==> src/quad_ddr_regs.vh <==
// constants for the quad double-rate read and sector unlock command block
`ifndef QUAD_DDR_REGS_VH
`define QUAD_DDR_REGS_VH

`define QD_OP_READ        8'hed
`define QD_OP_UNLOCK      8'h26
`define QD_OP_RELOCK      8'h24
`define QD_MODE_CONT      4'ha
`define QD_DUMMY_DEFAULT  4'h3
`define QD_SPI_CMD_EDGES  6'h08
`define QD_QPI_CMD_EDGES  6'h02
`define QD_ADDR_EDGES     6'h06
`define QD_UADDR_SPI      6'h18
`define QD_UADDR_QPI      6'h06
`define QD_SECTOR_LSB     12
`define QD_SECTOR_W       12
`define QD_ARRAY_LAST     24'hffffff

`endif

==> src/qddr_pair_buffer.v <==
// two-entry valid/ready buffer between the array read port and the output shifter
`timescale 1ns/1ps
module qddr_pair_buffer #(
   parameter WIDTH = 8,
   parameter DEPTH = 2,
   parameter IDX_W = 1
) (
   input  wire             clk,
   input  wire             rst,
   input  wire             flush,
   input  wire             inValid,
   input  wire [WIDTH-1:0] inData,
   output reg              inReady_r,
   output wire             outValid,
   output wire [WIDTH-1:0] outData,
   input  wire             outReady
);
   localparam [IDX_W:0] DEPTH_C = DEPTH[IDX_W:0];
   localparam [IDX_W:0] LAST_C  = DEPTH_C - 1'b1;

   reg  [WIDTH-1:0] mem_r [0:DEPTH-1];
   reg  [IDX_W-1:0] wrIdx_r;
   reg  [IDX_W-1:0] rdIdx_r;
   reg  [IDX_W:0]   count_r;
   reg  [IDX_W:0]   count_nxt;
   wire             push;
   wire             pop;

   assign outValid = (count_r != {(IDX_W+1){1'b0}});
   assign outData  = mem_r[rdIdx_r];
   assign push     = inValid & inReady_r & ~flush;
   assign pop      = outReady & outValid & ~flush;

   always @* begin
      count_nxt = count_r;
      if (push & ~pop) begin
         count_nxt = count_r + 1'b1;
      end else if (pop & ~push) begin
         count_nxt = count_r - 1'b1;
      end
   end

   always @(posedge clk) begin
      if (push) begin
         mem_r[wrIdx_r] <= inData;
      end
   end

   always @(posedge clk or posedge rst) begin
      if (rst) begin
         wrIdx_r   <= {IDX_W{1'b0}};
         rdIdx_r   <= {IDX_W{1'b0}};
         count_r   <= {(IDX_W+1){1'b0}};
         inReady_r <= 1'b0;
      end else if (flush) begin
         wrIdx_r   <= {IDX_W{1'b0}};
         rdIdx_r   <= {IDX_W{1'b0}};
         count_r   <= {(IDX_W+1){1'b0}};
         inReady_r <= 1'b1;
      end else begin
         if (push) begin
            wrIdx_r <= ({1'b0, wrIdx_r} == LAST_C) ? {IDX_W{1'b0}} : wrIdx_r + 1'b1;
         end
         if (pop) begin
            rdIdx_r <= ({1'b0, rdIdx_r} == LAST_C) ? {IDX_W{1'b0}} : rdIdx_r + 1'b1;
         end
         count_r   <= count_nxt;
         inReady_r <= (count_nxt < DEPTH_C);
      end
   end
endmodule // qddr_pair_buffer

==> src/quad_ddr_flash_cmd.v <==
// serial flash command logic: quad double-rate read, continuous read, sector unlock and relock
`timescale 1ns/1ps
`include "quad_ddr_regs.vh"
module quad_ddr_flash_cmd #(
   parameter [23:0] ARRAY_LAST = `QD_ARRAY_LAST
) (
   input  wire        clk,
   input  wire        rst,
   input  wire        csN,
   input  wire        sclk,
   input  wire [3:0]  ioIn,
   output reg  [3:0]  ioOut_r,
   output reg  [3:0]  ioOeN_r,
   input  wire        fourLineMode,
   input  wire        quadEnable,
   input  wire        writeInProgress,
   input  wire [3:0]  blockProtect,
   input  wire [3:0]  dummyCfg,
   output reg         rdReq_r,
   output reg  [23:0] rdAddr_r,
   input  wire        rdValid,
   input  wire [7:0]  rdData,
   output wire        rdReady,
   output reg         contRead_r,
   output reg         unlockValid_r,
   output reg  [11:0] unlockSector_r,
   input  wire [23:0] chkAddr,
   output reg         chkWritable_r,
   output reg         cmdRejected_r
);
   localparam [7:0] ST_IDLE   = 8'h01;
   localparam [7:0] ST_CMD    = 8'h02;
   localparam [7:0] ST_ADDR   = 8'h04;
   localparam [7:0] ST_DUMMY  = 8'h08;
   localparam [7:0] ST_DATA   = 8'h10;
   localparam [7:0] ST_UADDR  = 8'h20;
   localparam [7:0] ST_RELOCK = 8'h40;
   localparam [7:0] ST_IGNORE = 8'h80;

   // pin synchronisers
   reg        csM_r;
   reg        csS_r;
   reg        sckM_r;
   reg        sckS_r;
   reg        sckD_r;
   reg  [3:0] ioM_r;
   reg  [3:0] ioS_r;

   reg  [7:0]  state_r;
   reg  [5:0]  cnt_r;
   reg  [7:0]  cmdSh_r;
   reg  [23:0] addrSh_r;
   reg  [7:0]  outByte_r;
   reg         uaDone_r;
   reg         fetchEn_r;
   reg         pending_r;
   reg         drop_r;

   wire        sckRise;
   wire        sckFall;
   wire        edgeAny;
   wire [3:0]  dummyClk;
   wire [5:0]  dummyEdges;
   wire [7:0]  cmdNext;
   wire [5:0]  cmdEdges;
   wire [23:0] addrNext;
   wire [23:0] uaNext;
   wire [5:0]  uaEdges;
   wire        addrTake;
   wire        addrLast;
   wire        lastDummy;
   wire        popByte;
   wire        pushByte;
   wire        bufInReady;
   wire        bufOutValid;
   wire [7:0]  bufData;
   wire        readRefused;

   assign sckRise = sckS_r & ~sckD_r & ~csS_r;
   assign sckFall = ~sckS_r & sckD_r & ~csS_r;
   assign edgeAny = sckRise | sckFall;

   // a zero setting selects the default dummy count
   assign dummyClk   = (dummyCfg == 4'h0) ? `QD_DUMMY_DEFAULT : dummyCfg;
   assign dummyEdges = {1'b0, dummyClk, 1'b0};

   // opcode shift: one bit on line 0, or a nibble in four-line mode
   assign cmdNext  = fourLineMode ? {cmdSh_r[3:0], ioS_r} : {cmdSh_r[6:0], ioS_r[0]};
   assign cmdEdges = fourLineMode ? `QD_QPI_CMD_EDGES : `QD_SPI_CMD_EDGES;

   // read address: a nibble on every edge, first nibble on a rising edge
   assign addrNext = {addrSh_r[19:0], ioS_r};
   assign addrTake = edgeAny & (sckRise | (cnt_r != 6'h00));
   assign addrLast = (state_r == ST_ADDR) & addrTake & (cnt_r == `QD_ADDR_EDGES - 6'h01);

   // unlock address is single-rate like the opcode
   assign uaNext  = fourLineMode ? {addrSh_r[19:0], ioS_r} : {addrSh_r[22:0], ioS_r[0]};
   assign uaEdges = fourLineMode ? `QD_UADDR_QPI : `QD_UADDR_SPI;

   assign lastDummy = sckFall & (cnt_r == dummyEdges - 6'h01);
   assign popByte   = ((state_r == ST_DUMMY) & lastDummy) | ((state_r == ST_DATA) & sckFall);
   assign pushByte  = rdValid & pending_r & ~drop_r & fetchEn_r;

   // busy array, or single-line mode without quad enable
   assign readRefused = writeInProgress | (~fourLineMode & ~quadEnable);

   qddr_pair_buffer #(
      .WIDTH (8),
      .DEPTH (2),
      .IDX_W (1)
   ) u_buf (
      .clk       (clk),
      .rst       (rst),
      .flush     (csS_r),
      .inValid   (pushByte),
      .inData    (rdData),
      .inReady_r (bufInReady),
      .outValid  (bufOutValid),
      .outData   (bufData),
      .outReady  (popByte)
   );

   assign rdReady = bufInReady;

   always @(posedge clk or posedge rst) begin
      if (rst) begin
         csM_r  <= 1'b1;
         csS_r  <= 1'b1;
         sckM_r <= 1'b0;
         sckS_r <= 1'b0;
         sckD_r <= 1'b0;
         ioM_r  <= 4'h0;
         ioS_r  <= 4'h0;
      end else begin
         csM_r  <= csN;
         csS_r  <= csM_r;
         sckM_r <= sclk;
         sckS_r <= sckM_r;
         sckD_r <= sckS_r;
         ioM_r  <= ioIn;
         ioS_r  <= ioM_r;
      end
   end

   // array fetch: one request in flight, only while the buffer has room
   always @(posedge clk or posedge rst) begin
      if (rst) begin
         fetchEn_r <= 1'b0;
         pending_r <= 1'b0;
         drop_r    <= 1'b0;
         rdReq_r   <= 1'b0;
         rdAddr_r  <= 24'h000000;
      end else begin
         rdReq_r <= 1'b0;
         if (rdValid) begin
            pending_r <= 1'b0;
            drop_r    <= 1'b0;
         end
         if (csS_r) begin
            fetchEn_r <= 1'b0;
            if (pending_r & ~rdValid) begin
               drop_r <= 1'b1;
            end
         end else if (addrLast) begin
            fetchEn_r <= 1'b1;
            rdAddr_r  <= addrNext;
         end else if (fetchEn_r & ~pending_r & ~rdReq_r & bufInReady) begin
            rdReq_r   <= 1'b1;
            pending_r <= 1'b1;
         end
         if (rdReq_r) begin
            rdAddr_r <= (rdAddr_r == ARRAY_LAST) ? 24'h000000 : rdAddr_r + 24'h000001;
         end
      end
   end

   // command state machine
   always @(posedge clk or posedge rst) begin
      if (rst) begin
         state_r        <= ST_IDLE;
         cnt_r          <= 6'h00;
         cmdSh_r        <= 8'h00;
         addrSh_r       <= 24'h000000;
         outByte_r      <= 8'h00;
         uaDone_r       <= 1'b0;
         ioOut_r        <= 4'h0;
         ioOeN_r        <= 4'hf;
         contRead_r     <= 1'b0;
         unlockValid_r  <= 1'b0;
         unlockSector_r <= 12'h000;
         cmdRejected_r  <= 1'b0;
      end else begin
         cmdRejected_r <= 1'b0;
         if (csS_r) begin
            // unlock and relock take effect when select rises
            if ((state_r == ST_UADDR) && uaDone_r && !unlockValid_r && (blockProtect != 4'h0)) begin
               unlockValid_r  <= 1'b1;
               unlockSector_r <= addrSh_r[`QD_SECTOR_LSB + `QD_SECTOR_W - 1:`QD_SECTOR_LSB];
            end
            if (state_r == ST_RELOCK) begin
               unlockValid_r <= 1'b0;
            end
            state_r  <= ST_IDLE;
            cnt_r    <= 6'h00;
            uaDone_r <= 1'b0;
            ioOeN_r  <= 4'hf;
         end else begin
            case (state_r)
               ST_IDLE: begin
                  cnt_r <= 6'h00;
                  if (contRead_r) begin
                     if (writeInProgress) begin
                        state_r       <= ST_IGNORE;
                        cmdRejected_r <= 1'b1;
                     end else begin
                        state_r <= ST_ADDR;
                     end
                  end else begin
                     state_r <= ST_CMD;
                  end
               end
               ST_CMD: begin
                  if (sckRise) begin
                     cmdSh_r <= cmdNext;
                     cnt_r   <= cnt_r + 6'h01;
                     if (cnt_r == cmdEdges - 6'h01) begin
                        cnt_r <= 6'h00;
                        case (cmdNext)
                           `QD_OP_READ: begin
                              if (readRefused) begin
                                 state_r       <= ST_IGNORE;
                                 cmdRejected_r <= 1'b1;
                              end else begin
                                 state_r <= ST_ADDR;
                              end
                           end
                           `QD_OP_UNLOCK: begin
                              state_r <= ST_UADDR;
                           end
                           `QD_OP_RELOCK: begin
                              state_r <= ST_RELOCK;
                           end
                           default: begin
                              state_r <= ST_IGNORE;
                           end
                        endcase
                     end
                  end
               end
               ST_ADDR: begin
                  if (addrTake) begin
                     addrSh_r <= addrNext;
                     cnt_r    <= cnt_r + 6'h01;
                     if (addrLast) begin
                        cnt_r   <= 6'h00;
                        state_r <= ST_DUMMY;
                     end
                  end
               end
               ST_DUMMY: begin
                  if (edgeAny) begin
                     cnt_r <= cnt_r + 6'h01;
                     if (sckRise && (cnt_r == 6'h00)) begin
                        // high mode nibble decides the next read; low nibble ignored
                        contRead_r <= (ioS_r == `QD_MODE_CONT);
                     end
                     if (lastDummy) begin
                        cnt_r     <= 6'h00;
                        state_r   <= ST_DATA;
                        outByte_r <= bufData;
                        ioOut_r   <= bufData[7:4];
                        ioOeN_r   <= 4'h0;
                     end
                  end
               end
               ST_DATA: begin
                  // high nibble stands for the rising edge, low for the falling
                  if (sckRise) begin
                     ioOut_r <= outByte_r[3:0];
                  end
                  if (sckFall) begin
                     outByte_r <= bufData;
                     ioOut_r   <= bufData[7:4];
                  end
               end
               ST_UADDR: begin
                  if (sckRise && !uaDone_r) begin
                     addrSh_r <= uaNext;
                     cnt_r    <= cnt_r + 6'h01;
                     if (cnt_r == uaEdges - 6'h01) begin
                        uaDone_r <= 1'b1;
                     end
                  end
               end
               ST_RELOCK: begin
                  state_r <= ST_RELOCK;
               end
               ST_IGNORE: begin
                  state_r <= ST_IGNORE;
               end
               default: begin
                  state_r <= ST_IDLE;
               end
            endcase
         end
      end
   end

   // write permission query: protection off (blockProtect zero), or inside the one unlocked sector
   always @(posedge clk or posedge rst) begin
      if (rst) begin
         chkWritable_r <= 1'b0;
      end else begin
         chkWritable_r <= (blockProtect == 4'h0) |
                          (unlockValid_r &
                           (chkAddr[`QD_SECTOR_LSB + `QD_SECTOR_W - 1:`QD_SECTOR_LSB] == unlockSector_r));
      end
   end
endmodule // quad_ddr_flash_cmd

==> config.mk <==
export PLATFORM = sky130hd
export DESIGN_NAME = quad_ddr_flash_cmd
export DESIGN_NICKNAME = d
export VERILOG_FILES = /design/src/qddr_pair_buffer.v /design/src/quad_ddr_flash_cmd.v
export VERILOG_INCLUDE_DIRS = /design/src
export SDC_FILE = /design/constraint.sdc
export NUM_CORES = 1
export LEC_CHECK = 0
export ABC_AREA = 1
export BUFFER_PORTS_ARGS = -buffer_cell sky130_fd_sc_hd__buf_4
export CORE_MARGIN = 4
export CORE_UTILIZATION = 50
export CTS_BUF_LIST = sky130_fd_sc_hd__clkbuf_16
export CTS_CLUSTER_DIAMETER = 40
export DETAILED_ROUTE_END_ITERATION = 8
export PLACE_DENSITY = 0.71
export RECOVER_POWER = 50
export SLEW_MARGIN = 5
export SYNTH_ARGS = -nofsm -noshare
export SYNTH_HDL_FRONTEND = slang
export SYNTH_SLANG_ARGS = --single-unit
==> constraint.sdc <==
create_clock -name clk -period 4.9 [get_ports clk]
set_input_delay 0.98 -clock clk [delete_from_list [all_inputs] [get_ports clk]]
set_output_delay 0.98 -clock clk [all_outputs]
set_load 0.01 [all_outputs]
==> metrics.txt, run 1 <==
post-synthesis sequential element count=roughly 130; I/O Pins=around 100; Inserted Diodes=0; Initial DRC Count=roughly 430; synthesized netlist net count=about 930; routed length per instance=14.6 um; post-route ant nets=0; Max Clock Skew=6.70 ps; TritonCTS Buffers=17; layout cells sized above 1=between 10% and 20%; actual slew at the worst max-slew pin=2510 ps; area grow syn2layout=17.2%; Final Cycle Share=63.7%; final hold viol count=0; CTS tree=yes; WS Path Type=reg -> reg; drt pass-1 iters=6; cell area after synthesis=roughly 7200 um2; gpl congestion=roughly 0.87; worst skew pair latency=420 ps; hold path cells=0; post-route cell area=8440 um2; vias in the first global route=between 5000 and 6000; final core occ=around three fifths; Critical Path Most Common Cell=inv_1; Vias=6192; post-CTS setup buffer count=0; endpoints failing setup=0; Post-synth EDFFs=16; die footprint=approximately 16000 um2; Worst VDD drop=0.225 mV; critical path arrival=approximately 3400 ps; outcome=complete, but fails checks; Slew Limit Headroom=-68.3%; Die W=about 130 um; # fillers=roughly 1300; Port Buffer Count=89; total power=around 2.7 mW; synth top area cells=dfrtp_1, nand2_1, edfxtp_1, inv_1, o21ai_0; Area after DPL=roughly 7900 um2; Initial Utilization=between 50% and 60%; min cycle time layout=between 3000 and 4000 ps; CP cell instances=inv_1, nand3_1, inv_1, a21oi_2, inv_1, nand2_4, nand2_2, inv_2, a22oi_1; Cell Rows=43; post-synthesis async set-or-reset flop share=around 88%; CP max stage cell=dfstp_1; FMAX=320 MHz; Die Ht=roughly 130 um; grt total ovfl=0; number of hold buffers added after CTS=0; number of H-tree levels=4; Final Non-Filler Cells=around 1100; Setup Total Neg Slack=0 ps; delay of the slowest critical-path stage=850 ps; Routed WL=roughly 17000 um; Post-Synthesis Cells=between 800 and 900; largest net degree at the start of global routing=57; syn_area_per_cell=roughly 8.2 um2; post-synthesis sequential area ratio=a little under half; leakage power=slightly below 4 nW; Synth top cells by count=nand2_1, dfrtp_1, inv_1; yosys warns=0; Final Net Count=a little over 1000; Min-Delay Path Class=reg -> reg; area leader, netlist=dfrtp_1; Worst Path Max Fanout=27; Pwr per Cell Area=around 310 nW/um2; Yosys top cell area share=~40%; number of cells on the worst reg-to-reg path=9; CTS Sinks=between 100 and 150; wire length of the first global-routing pass=about 28000 um; total of max-cap violations=1; Post-CTS Resized=0; top_reg_cell synth=dfrtp_1; critical path data required time=around 5200 ps; clock-pin slew on the worst setup and hold paths=~60 ps; Placed Cells=about 1100; count leader, synth=nand2_1; RSZ-0062 raised after global routing=false; violated checks=capacitance limit, slew limit; Pins Over Slew Limit=57; Max Root-Sink Buffers=2; initial antenna violation count=0; DRC=0; root buffer selected by CTS=clkbuf_16; Via density=about 5.4; Global Route Usage Sum=between 20% and 30%; Startpoint Class=flip-flop; Cell variety after synth=51; Critical Path End Type=flip-flop; DP HPWL=12000 um; core area=roughly 14000 um2
through the flow:
| step | hold WS, ps | worst slack, ps |
|---|---|---|
| 6_report | 345 | 1780 |
| 5_1_grt | 356 | 1530 |
| 4_1_cts | 350 | 2080 |
| 3_5_place_dp | 336 | 1670 |
| 3_3_place_gp | 333 | 1700 |
| 2_1_floorplan | 331 | 826 |
flip-flops by register name, indices dropped and copies added (netlist names), 2 cells and up:
name,count
ioS_r,4
u_buf.mem_r,16
addrSh_r,24
u_buf.count_r,2
ioOut_r,4
unlockSector_r,12
ioM_r,4
state_r,8
rdAddr_r,24
outByte_r,4
cnt_r,6
cmdSh_r,7
path summary, 6_finish.rpt:
kind                               start            to  slack, ps
worst max-delay path               csS_r  rdAddr_r[15]       1780
worst max register to register     csS_r  rdAddr_r[15]       1780
worst min-delay path            ioM_r[2]      ioS_r[2]        350
worst min register to register  ioM_r[2]      ioS_r[2]        350
max in group asynchronous            rst   rdAddr_r[9]       2300
min in group asynchronous            rst    ioOut_r[2]       1260
final cells by class:
cell class              instances  area, um2  area share [%]
inverters                     119        450            5.34
well taps                     180        225            2.67
clock buffers                  17        425            5.04
multi-input cells             592       3140            37.2
repair buffers                 91        657            7.79
clock inverters                15        128            1.51
flip-flops and latches        133       3410            40.5
layer usage:
| metal | wire [um] | GRT usage, % |
|---|---|---|
| met3 | 887 | 3.58 |
| met5 | 0 | 0 |
| met1 | 7640 | 29.4 |
| met4 | 379 | 8.05 |
| met2 | 7860 | 33.8 |
worst max-delay path, delay by kind of cell (launching register included):
family / cells / cell delay, ps
buf+inv: 4 / 990
flops: 1 / 850
simple gates: 3 / 820
compound gates: 2 / 310
cell families after synthesis:
group | share of synthesized area [%]
AND/OR/NAND/NOR | 25.8
buffers and inverters | 8.90
flip-flops | 47.4
XOR/XNOR | 2.19
adder cells (fa/ha/maj) | 1.04
AO/OA/AOI/OAI | 14.4
multiplexers | 0.156
power by group:
part	switching (mW)	internal, mW
logic	0.167	0.0900
clock network	0.470	0.732
registers	0.0288	1.16
cell usage in the layout, fill, tap and decap left out, types with 17 or more instances in the layout:
master / count
dfrtp_1: 113
nand3_1: 56
nor2_1: 70
o21ai_1: 17
nor3_1: 17
nand4_1: 33
o21ai_0: 63
inv_1: 116
clkbuf_16: 17
buf_4: 70
nand2_1: 192
(Power assumes the default switching activity.)
==> inputs of run 2 (changes only) <==
- clock period: 4.9 -> 2.9 ns (I/O delays scaled with it)
==> metrics.txt, run 2 (synthesis gave the netlist of run 1 again) <==
outcome=completed (was complete, but fails checks); Via density=5.42 (was 5.40); CTS tree=yes (unchanged); initial antenna violation count=0 (unchanged); commonest non-fill, non-tap cells in the layout=nand2_1, dfrtp_1, inv_1, buf_4, nor2_1 (was nand2_1, inv_1, dfrtp_1, nor2_1, buf_4); min cycle time layout=2380 ps (was 3120 ps); wire length of the first global-routing pass=28600 um (was 28200 um); met3 wire length=906 um (was 887 um); FMAX=420 MHz (was 320 MHz); metal2 WL=8180 um (was 7860 um); Global Route Usage Sum=21.6% (was 21.3%); delay of the slowest critical-path stage=450 ps (was 850 ps); Min-Delay Path Class=in -> reg (was reg -> reg); largest net degree at the start of global routing=57 (unchanged); Cell Rows=43 (unchanged); Die W=128 um (unchanged); Final Cycle Share=82.0% (was 63.7%); routed length per instance=14.8 um (was 14.6 um); Inserted Diodes=0 (unchanged); Post-CTS Resized=0 (unchanged); final hold viol count=0 (unchanged); area grow syn2layout=18.8% (was 17.2%); vias in the first global route=5893 (was 5773); Setup Total Neg Slack=0 ps (unchanged); Worst VDD drop=0.411 mV (was 0.225 mV); CP max stage cell=dfrtp_1 (was dfstp_1); biggest regs=addrSh_r (24), rdAddr_r (24), u_buf.mem_r (16) (unchanged); total of max-cap violations=0 (was 1); Max Clock Skew=7.39 ps (was 6.70 ps); root buffer selected by CTS=clkbuf_16 (unchanged); TritonCTS Buffers=17 (unchanged); worst skew pair latency=420 ps (about the same); commonest non-fill, non-tap cell in the layout=nand2_1 (unchanged); Critical Path End Type=flip-flop (unchanged); Max Root-Sink Buffers=2 (unchanged); RSZ-0062 raised after global routing=false (unchanged); core area=14000 um2 (unchanged); CTS Sinks=133 (unchanged); hold slack=268 ps (was 345 ps); Pins Over Slew Limit=0 (was 57); layout cells sized above 1=18.4% (was 17.4%); clock-pin slew on the worst setup and hold paths=60 ps (about the same); critical path arrival=2670 ps (was 3410 ps); Port Buffer Count=89 (unchanged); actual slew at the worst max-slew pin=1370 ps (was 2510 ps); post-route ant nets=0 (unchanged); Routed WL=17100 um (was 16800 um); Worst Path Max Fanout=13 (was 27); DP HPWL=12200 um (was 12000 um); Slew Limit Headroom=8.03% (was -68.3%); endpoints failing setup=0 (unchanged); Final Net Count=1021 (was 1012); final core occ=61.1% (was 60.3%); leakage power=3.90 nW (was 3.87 nW); Initial Utilization=51.4% (unchanged); number of hold buffers added after CTS=0 (unchanged); Vias=6260 (was 6192); Max Used Layer=met4 (unchanged); Startpoint Class=flip-flop (unchanged); Initial DRC Count=566 (was 433); gpl congestion=0.860 (was 0.866); post-CTS setup buffer count=0 (unchanged); grt total ovfl=0 (unchanged); I/O Pins=102 (unchanged); die footprint=16400 um2 (unchanged); critical path data required time=3190 ps (was 5190 ps); CP cell instances=ha_1, nand2_1, nor3_2, inv_1, nor3_2, nand2_1, nand4_1, a21oi_1 (was inv_1, nand3_1, inv_1, a21oi_2, inv_1, nand2_4, nand2_2, inv_2, a22oi_1); Pwr per Cell Area=541 nW/um2 (was 314 nW/um2); DRC=0 (unchanged); Die Ht=128 um (unchanged); WS Path Type=reg -> reg (unchanged); number of H-tree levels=4 (unchanged); wl on met1=7670 um (was 7640 um); drt pass-1 iters=8 (was 6)
## run 2: cell types whose count changed in the layout (fill, tap and decap cells not counted), sizes merged
cell      previous run  this run
clkbuf              38        43
buf                 70        74
inv                122       118
clkinvlp             4         6
bufinv               2         3
clkinv               6         7
## run 2: final timing paths
path | slack (ps) | cells after the start | to | from
max | 520 | 8 | rdAddr_r[23] | rdAddr_r[0]
max reg2reg | 520 | 8 | rdAddr_r[23] | rdAddr_r[0]
min reg2reg | 350 | 0 | ioS_r[2] | ioM_r[2]
min in group asynchronous | 460 | 2 | rdAddr_r[6] | rst
min | 270 | 1 | csM_r | csN
max in group asynchronous | 1030 | 3 | sckS_r | rst
## run 2: routing by layer
metal | GRT usage (%) | up-vias
li1 | - | 3100
met3 | 4.92 | 31
met1 | 29.1 | 2936
met5 | 0 | -
met4 | 6.24 | 0
met2 | 35.0 | 193
## run 2: report_power, final
group	total [mW]	switching, mW	internal [mW]	leakage [nW]
sequential	2.02	0.0482	1.97	1.55
clock	2.17	0.828	1.34	0.275
combinational	0.443	0.289	0.155	2.07
total	4.62	1.16	3.46	3.90
## run 2: critical path: cells and delay by family, from the launching register on
kind | cells | cell delay [ps]
AND/OR/NAND/NOR | 5 | 1310
adder cells (fa/ha/maj) | 1 | 290
buffers and inverters | 1 | 120
flip-flops | 1 | 450
AO/OA/AOI/OAI | 1 | 80
## run 2: cell type report
class / instances / area (um2)
fill: 1299 / 5440
sequential: 133 / 3410
multi-input combinational: 592 / 3150
timing repair buffer: 100 / 719
inverter: 119 / 450
clock buffer: 17 / 425
tap: 180 / 225
clock inverter: 15 / 165
## run 2: through the flow
stage	instance area, um2	std cells	power (mW)	worst slack (ps)
floorplan	7200	876	2.36	626
global placement	8020	1124	2.49	236
detailed placement	8020	1124	2.49	189
CTS	8610	1156	4.66	559
global route	8550	1156	4.81	311
finish	8550	1156	4.62	521
